## config.mk

```make
export PLATFORM = sky130hd
export DESIGN_NAME = dpr_host
export DESIGN_NICKNAME = d
export VERILOG_FILES = /design/src/dpr_pkg.sv /design/src/dpr_host.sv /design/src/dpr_wait_cnt.sv
export VERILOG_INCLUDE_DIRS = /design/src
export SDC_FILE = /design/constraint.sdc
export NUM_CORES = 1
export LEC_CHECK = 0
export ABC_AREA = 1
export BUFFER_PORTS_ARGS = -buffer_cell sky130_fd_sc_hd__buf_2
export CAP_MARGIN = 20
export CORE_MARGIN = 4
export CORE_UTILIZATION = 49
export CTS_CLUSTER_SIZE = 8
export DETAILED_ROUTE_END_ITERATION = 16
export GPL_TIMING_DRIVEN = 0
export MAX_ROUTING_LAYER = met4
export PLACE_DENSITY = 0.78
export SLEW_MARGIN = 25
export SYNTH_ARGS = -nofsm -noshare
export SYNTH_HDL_FRONTEND = slang
export SYNTH_SLANG_ARGS = --single-unit
```

## constraint.sdc

```tcl
create_clock -name i_clk -period 2.15 [get_ports i_clk]
set_clock_uncertainty 0.15 [all_clocks]
set_input_delay 0.43 -clock i_clk [delete_from_list [all_inputs] [get_ports i_clk]]
set_output_delay 0.43 -clock i_clk [all_outputs]
set_load 0.01 [all_outputs]
```

## src/dpr_params.svh

```systemverilog
// timing and field constants for the dual-port memory host controller
// assumes a 10 MHz system clock driving the memory pins directly
// Notes on behaviour
// - read needs select low, strobes high, output enable low; else bus floats
// - data written by far port is valid only after flow-through delay
// - host waits for busy to settle before writing slaves
// - host treats busy as not-ready, then repeats the whole access phase once busy clears
`ifndef DPR_PARAMS_SVH
`define DPR_PARAMS_SVH

`define DPR_CLK_PERIOD_NS   100
// busy settle, worst grade of match and select delays
`define DPR_FLAG_DELAY_FROM_MATCH_NS  50
`define DPR_FLAG_DELAY_FROM_SELECT_NS 35
// flow-through data delay for contending read
`define DPR_FLOW_THROUGH_DELAY_NS     55
// access and write pulse least times
`define DPR_ACCESS_NS      55
`define DPR_WRITE_PULSE_NS 35
`define DPR_CEIL_CYC(ns) (((ns) + `DPR_CLK_PERIOD_NS - 1) / `DPR_CLK_PERIOD_NS)
`define DPR_SETTLE_CYC  `DPR_CEIL_CYC(`DPR_FLAG_DELAY_FROM_MATCH_NS)
`define DPR_FLOW_CYC    `DPR_CEIL_CYC(`DPR_FLOW_THROUGH_DELAY_NS)
`define DPR_ACCESS_CYC  `DPR_CEIL_CYC(`DPR_ACCESS_NS)
`define DPR_WPULSE_CYC  `DPR_CEIL_CYC(`DPR_WRITE_PULSE_NS)
`define DPR_ADDR_W  11
`define DPR_DATA_W  16
`define DPR_LANE_W  8

`endif

```

## src/dpr_pkg.sv

```systemverilog
// types shared by the dual-port memory host controller
// assumes the params header is on the include path
package dpr_pkg;
  typedef enum logic [1:0] {
    DPR_OP_READ,
    DPR_OP_WRITE_LO,
    DPR_OP_WRITE_HI,
    DPR_OP_WRITE_BOTH
  } dpr_op_t;
endpackage

```

## src/dpr_host.sv

```systemverilog
// host controller driving one port of the dual-port memory
// assumes busy arrives synchronous with i_clk and pulled up off chip
`timescale 1ns/1ns
`include "dpr_params.svh"
module dpr_host #(
  parameter int ADDR_W   = `DPR_ADDR_W,
  parameter int DATA_W   = `DPR_DATA_W,
  parameter int SETTLE   = `DPR_SETTLE_CYC,
  parameter int FLOW     = `DPR_FLOW_CYC,
  parameter int ACCESS   = `DPR_ACCESS_CYC,
  parameter int WPULSE   = `DPR_WPULSE_CYC
) (
  // clock and reset
  input  wire logic                 i_clk,
  input  wire logic                 i_rst_n,
  // user request
  input  wire logic                 i_req_valid,
  output logic                      o_req_ready,
  input  wire dpr_pkg::dpr_op_t     i_req_op,
  input  wire logic [ADDR_W-1:0]    i_req_addr,
  input  wire logic [DATA_W-1:0]    i_req_wdata,
  // user answer
  output logic                      o_rsp_valid,
  output logic [DATA_W-1:0]         o_rsp_rdata,
  output logic                      o_rsp_retried,
  // memory port pins
  output logic [ADDR_W-1:0]         o_mem_addr,
  output logic                      o_mem_select_n,
  output logic                      o_mem_oe_n,
  output logic                      o_lower_byte_write_strobe_n,
  output logic                      o_upper_byte_write_strobe_n,
  input  wire logic [DATA_W-1:0]    i_mem_dq,
  output logic [DATA_W-1:0]         o_mem_dq,
  output logic [DATA_W-1:0]         o_mem_dq_oe,
  input  wire logic                 i_mem_busy_n
);
  import dpr_pkg::*;

  localparam int CW = 4;
  localparam int LANE = `DPR_LANE_W;

  // elaboration checks for the two-lane data width and for values the counter cannot hold
  initial begin
    if (DATA_W != 2 * LANE) $error("dpr_host: data width must be two byte lanes");
    if (SETTLE < 1 || SETTLE > 15) $error("dpr_host: SETTLE out of range");
    if (FLOW < 1 || FLOW > 15) $error("dpr_host: FLOW out of range");
    if (ACCESS < 1 || ACCESS > 15) $error("dpr_host: ACCESS out of range");
    if (WPULSE < 1 || WPULSE > 15) $error("dpr_host: WPULSE out of range");
  end

  typedef enum logic [2:0] {
    ST_IDLE,
    ST_SETTLE,
    ST_ACCESS,
    ST_WAIT_BUSY,
    ST_EXTEND,
    ST_END
  } dpr_state_t;

  dpr_state_t      state_q;
  dpr_op_t         op_q;
  logic [ADDR_W-1:0] addr_q;
  logic [DATA_W-1:0] wdata_q;
  logic [DATA_W-1:0] rdata_q;
  logic            rsp_valid_q;
  logic            retried_q;
  logic            load;
  logic [CW-1:0]   load_val;
  logic            cnt_done;
  logic            is_write;
  logic            wr_lo;
  logic            wr_hi;
  logic            busy;

  assign is_write = (op_q != DPR_OP_READ);
  assign wr_lo    = (op_q == DPR_OP_WRITE_LO) || (op_q == DPR_OP_WRITE_BOTH);
  assign wr_hi    = (op_q == DPR_OP_WRITE_HI) || (op_q == DPR_OP_WRITE_BOTH);
  assign busy     = !i_mem_busy_n;

  dpr_wait_cnt #(
    .W (CW)
  ) u_cnt (
    .i_clk   (i_clk),
    .i_rst_n (i_rst_n),
    .i_load  (load),
    .i_count (load_val),
    .o_done  (cnt_done)
  );

  // counter loads when a timed phase begins
  always_comb begin
    load     = 1'b0;
    load_val = '0;
    case (state_q)
      ST_IDLE: begin
        if (i_req_valid) begin
          load     = 1'b1;
          load_val = CW'(SETTLE);
        end
      end
      ST_SETTLE: begin
        if (cnt_done && !busy) begin
          load     = 1'b1;
          // a read may race a far-side write, so cover the flow-through too
          load_val = is_write ? CW'(WPULSE) : CW'(ACCESS + FLOW);
        end
      end
      // full repeat after busy
      // loading here rather than in the wait keeps the repeated phase its full length
      ST_EXTEND: begin
        load     = 1'b1;
        load_val = is_write ? CW'(WPULSE) : CW'(ACCESS + FLOW);
      end
      default: begin
        load     = 1'b0;
        load_val = '0;
      end
    endcase
  end

  // main sequence
  always_ff @(posedge i_clk or negedge i_rst_n) begin
    if (!i_rst_n) begin
      state_q <= ST_IDLE;
    end else begin
      case (state_q)
        ST_IDLE:     if (i_req_valid) state_q <= ST_SETTLE;
        ST_SETTLE:   if (cnt_done) state_q <= busy ? ST_WAIT_BUSY : ST_ACCESS;
        ST_ACCESS: begin
          if (busy) state_q <= ST_WAIT_BUSY;
          else if (cnt_done) state_q <= ST_END;
        end
        ST_WAIT_BUSY: if (!busy) state_q <= ST_EXTEND;
        ST_EXTEND:   state_q <= ST_ACCESS;
        ST_END:      state_q <= ST_IDLE;
        default:     state_q <= ST_IDLE;
      endcase
    end
  end

  // request capture
  always_ff @(posedge i_clk or negedge i_rst_n) begin
    if (!i_rst_n) begin
      op_q    <= DPR_OP_READ;
      addr_q  <= '0;
      wdata_q <= '0;
    end else if (state_q == ST_IDLE && i_req_valid) begin
      op_q    <= i_req_op;
      addr_q  <= i_req_addr;
      wdata_q <= i_req_wdata;
    end
  end

  // retry marker for the answer
  always_ff @(posedge i_clk or negedge i_rst_n) begin
    if (!i_rst_n) begin
      retried_q <= 1'b0;
    end else if (state_q == ST_IDLE) begin
      retried_q <= 1'b0;
    end else if (state_q == ST_WAIT_BUSY) begin
      retried_q <= 1'b1;
    end
  end

  // sample read data after flow-through time
  always_ff @(posedge i_clk or negedge i_rst_n) begin
    if (!i_rst_n) begin
      rdata_q     <= '0;
      rsp_valid_q <= 1'b0;
    end else begin
      rsp_valid_q <= (state_q == ST_END);
      if (state_q == ST_ACCESS && cnt_done && !busy && !is_write) begin
        rdata_q <= i_mem_dq;
      end else if (state_q == ST_ACCESS && cnt_done && !busy) begin
        // read the lane that is not being written
        rdata_q <= wr_lo ? (wr_hi ? '0 : {i_mem_dq[DATA_W-1:LANE], {LANE{1'b0}}})
                         : {{LANE{1'b0}}, i_mem_dq[LANE-1:0]};
      end
    end
  end

  // pin drive; addr held through whole cycle
  logic active;
  logic strobe_on;
  assign active    = (state_q != ST_IDLE);
  // strobe rises at the end of ST_ACCESS, ending the write
  assign strobe_on = (state_q == ST_ACCESS) && is_write;

  always_ff @(posedge i_clk or negedge i_rst_n) begin
    if (!i_rst_n) begin
      o_mem_addr                  <= '0;
      o_mem_select_n              <= 1'b1;
      o_mem_oe_n                  <= 1'b1;
      o_lower_byte_write_strobe_n <= 1'b1;
      o_upper_byte_write_strobe_n <= 1'b1;
      o_mem_dq                    <= '0;
      o_mem_dq_oe                 <= '0;
    end else begin
      o_mem_addr     <= (state_q == ST_IDLE) ? i_req_addr : addr_q;
      o_mem_select_n <= !(active || (state_q == ST_IDLE && i_req_valid));
      // read enables outputs; partial write reads other lane
      o_mem_oe_n     <= !(active && op_q != DPR_OP_WRITE_BOTH);
      o_lower_byte_write_strobe_n <= !(strobe_on && wr_lo && !busy && !cnt_done);
      o_upper_byte_write_strobe_n <= !(strobe_on && wr_hi && !busy && !cnt_done);
      o_mem_dq    <= wdata_q;
      o_mem_dq_oe <= {{LANE{strobe_on && wr_hi}}, {LANE{strobe_on && wr_lo}}};
    end
  end

  assign o_req_ready   = (state_q == ST_IDLE);
  assign o_rsp_valid   = rsp_valid_q;
  assign o_rsp_rdata   = rdata_q;
  assign o_rsp_retried = retried_q;
endmodule

```

## src/dpr_wait_cnt.sv

```systemverilog
// down-counter used for every timed phase of the memory cycle
// assumes a load pulse and a single synchronous clock
`timescale 1ns/1ns
module dpr_wait_cnt #(
  parameter int W = 4
) (
  // clock and reset
  input  wire logic         i_clk,
  input  wire logic         i_rst_n,
  // control
  input  wire logic         i_load,
  input  wire logic [W-1:0] i_count,
  // status
  output logic              o_done
);
  logic [W-1:0] cnt_q;

  initial begin
    if (W < 1) $error("dpr_wait_cnt: W must be at least 1");
  end

  // load wins over the count so a phase always starts clean
  always_ff @(posedge i_clk or negedge i_rst_n) begin
    if (!i_rst_n) begin
      cnt_q <= '0;
    end else if (i_load) begin
      cnt_q <= i_count;
    end else if (cnt_q != '0) begin
      cnt_q <= cnt_q - 1'b1;
    end
  end

  // done ignores load, so a caller may load on done without a combinational loop
  assign o_done = (cnt_q == '0);
endmodule

```

==> reports/qor.csv <==
metric;value;unit
CTS Buffer Depth;2;
die height;90.8;µm
Netlist Area Pre-Place;3360;µm²
Synth Area in XOR/XNOR;0.522;%
top post-synthesis cells by area;dfrtp_1 62%, nand2_1 14%, o21ai_0 4.3%, nand3_1 3.4%, buf_4 3.4%;
Area Growth Syn to Fin;26.5;%
commonest non-fill, non-tap cells in the layout;122 x nand2_1, 117 x buf_2, 83 x dfrtp_1;
GR Overflow Total;0;
HP Class;in2reg;
via/cell ratio;4.83;
Yosys warning count;0;
status;finished, final reports clean;
PortBufs;114;
clock latency on the worst-skew pair;0.34;ns
Max-cap violations;0;
CTS HTree Levels;3;
number of clock buffers inserted by TritonCTS;9;
estimated wirelength of the detail-placed design;5070;µm
Setup Buffers After CTS;0;
first-pass GRT wire length;11900;µm
Worst-path clk slew;0.08;ns
worst path arrival time;1.41;ns
sequential element share of the synthesized area;65.0;%
GR Util All Layers;18.4;%
fin worst setup slack;0.160;ns
Site Rows;29;
Worst Setup Start Kind;flip-flop;
Final Hold Fails;0;
Post-Place Setup Slack;0.209;ns
initial antenna violation count;0;
router iterations before antenna repair;4;
CTS tree;yes;
Die Wd;90.8;µm
Final Critical Period;1.99;ns
commonest non-fill, non-tap cell in the layout;nand2_1;
Antenna Cells;0;
drt initial violations;107;
vias;2649;
CP max FO;18;
DP Area;4060;µm²
Leak Pwr;2.43;nW
core area;6490;µm²
total nets after synthesis;391;
routed wire length;7010;µm
RSZ-0062 raised after global routing;no;
CP max stage cell;dfrtp_1;
flops & latches, synth;87;
ANT nets after route;0;
vias in the first global route;2598;
Peak VDD IR;0.000656;V
data required time of the critical path;1.57;ns
post-synth top area cell;dfrtp_1;
Final setup viols;0;
Slew headroom;69.1;%
Final Net Count;517;
Initial Utilization;51.7;%
Routability Congestion;0.837;
I/O pin total;115;
clk root buf;clkbuf_8;
Final period util;92.6;%
top-area cell type share of the netlist area;61.8;%
Power Total;5.99;mW
PD cells;1410;nW/µm²
crit-path cells;nor2_4, nand2_4, inv_1, buf_2;
largest net degree at the start of global routing;57;
synthesized area per cell;9.85;µm²
Compound-Gate Fraction of Synth Area;4.96;%
largest family of logic cells by synthesized area;simple AND/OR/NAND/NOR gates;
mux cell area share after synthesis;0;%
Min Hold Slack;0.0843;ns
DRC Markers;0;
Adder-Cell Fraction of Synth Area;0.373;%
share of cells above drive strength 1;35.0;%
WS Path Type;reg2out;
Die ar.;8240;µm²
Fmax;502;MHz
Crit path largest cell delay;0.49;ns
post-route cell area;4250;µm²
CTS Sinks;87;
area share of and/or/nand/nor cells after synthesis;20.9;%
worst-margin pin slew;0.463;ns
Routed WL per cell;12.8;µm
nature of the critical path endpoint;output port;
final slew viol count;0;
Netlist cell types;24;
Syn Inst Count;341;
post-CTS sizing;0;
==> cells by family (layout without fill, tap and decap cells) <==
kind of cell	Yosys count	count (layout)
AND/OR/NAND/NOR	166	166
buffers and inverters	52	182
AO/OA/AOI/OAI	33	33
flip-flops	87	87
adder cells (fa/ha/maj)	1	1
XOR/XNOR	2	2
==> critical path: cells and delay by family (launching register included) <==
kind / cells / cell delay [ns]
DFF: 1 / 0.49
and+or+nand+nor: 2 / 0.37
buffers and inverters: 2 / 0.20
==> synthesized netlist by cell type <==
master	number
a21oi_1	2
a31oi_1	1
buf_2	4
buf_4	15
buf_6	3
clkbuf_1	4
dfrtp_1	83
dfstp_2	4
ha_1	1
inv_1	23
inv_2	3
nand2_1	122
nand2_4	1
nand3_1	23
nand3_2	1
nand4_1	1
nor2_1	9
nor2_2	1
nor2_4	3
nor3_1	4
o21ai_0	29
o21ai_1	1
or2_2	1
xnor2_1	2
==> final timing paths <==
path                       cells past startpoint                           to  slack [ns]   startpoint
setup / recovery                               4                  o_req_ready        0.16   state_q[0]
hold / removal                                 2               o_mem_select_n        0.08  i_req_valid
setup reg to reg                               8                   wdata_q[9]        0.39   state_q[0]
hold reg to reg                                0                  o_mem_dq[7]        0.23   wdata_q[7]
max in group asynchronous                      3  o_lower_byte_write_strobe_n        0.77      i_rst_n
min in group asynchronous                      2                o_rsp_retried        0.44      i_rst_n
==> per-layer routing <==
metal	vias to the layer above	wire length, µm	track usage, %
met2	86	3370	29.3
met1	1241	3080	22.2
met3	12	444	4.50
met4	0	119	8.17
met5	-	0	-
li1	1310	-	-
==> power by group <==
group	switching (mW)	internal (mW)
clock	0.560	0.533
combinational	1.31	0.888
sequential	0.345	2.36
total	2.21	3.78
==> layout make-up <==
cell class                 instances  area [µm²]
buffer                            25         178
clock buffer                      10         128
clock inverter                     5        58.8
fill                             564        2250
inverter                          26        97.6
multi-input combinational        202         897
sequential                        87        2180
tap                               77        96.3
timing repair buffer             116         611
==> through the flow <==
step	setup TNS [ns]	std cells	utilization [%]
5_1_grt	0	548	65.4
3_5_place_dp	0	533	62.4
3_3_place_gp	-15.18	532	62.0
6_report	0	548	65.4
2_1_floorplan	0	341	-
4_1_cts	0	548	65.4
==> state kept, by name, summed over array words and instances, names as in the netlist <==
signal / flops
o_lower_byte_write_strobe_n: 1
o_mem_dq: 16
o_mem_oe_n: 1
o_upper_byte_write_strobe_n: 1
o_mem_dq_oe: 2
o_rsp_rdata: 16
o_rsp_retried: 1
o_rsp_valid: 1
u_cnt.cnt_q: 4
addr_q: 11
o_mem_addr: 11
wdata_q: 16
op_q: 2
state_q: 3
o_mem_select_n: 1
==> what timing repair did <==
| item | in CTS | in global routing |
|---|---|---|
| hold buffers | 1 | 0 |
| hold endpoints to repair | 30 | 0 |
| setup endpoints to repair | 1 | 0 |
(Power assumes the default switching activity.)
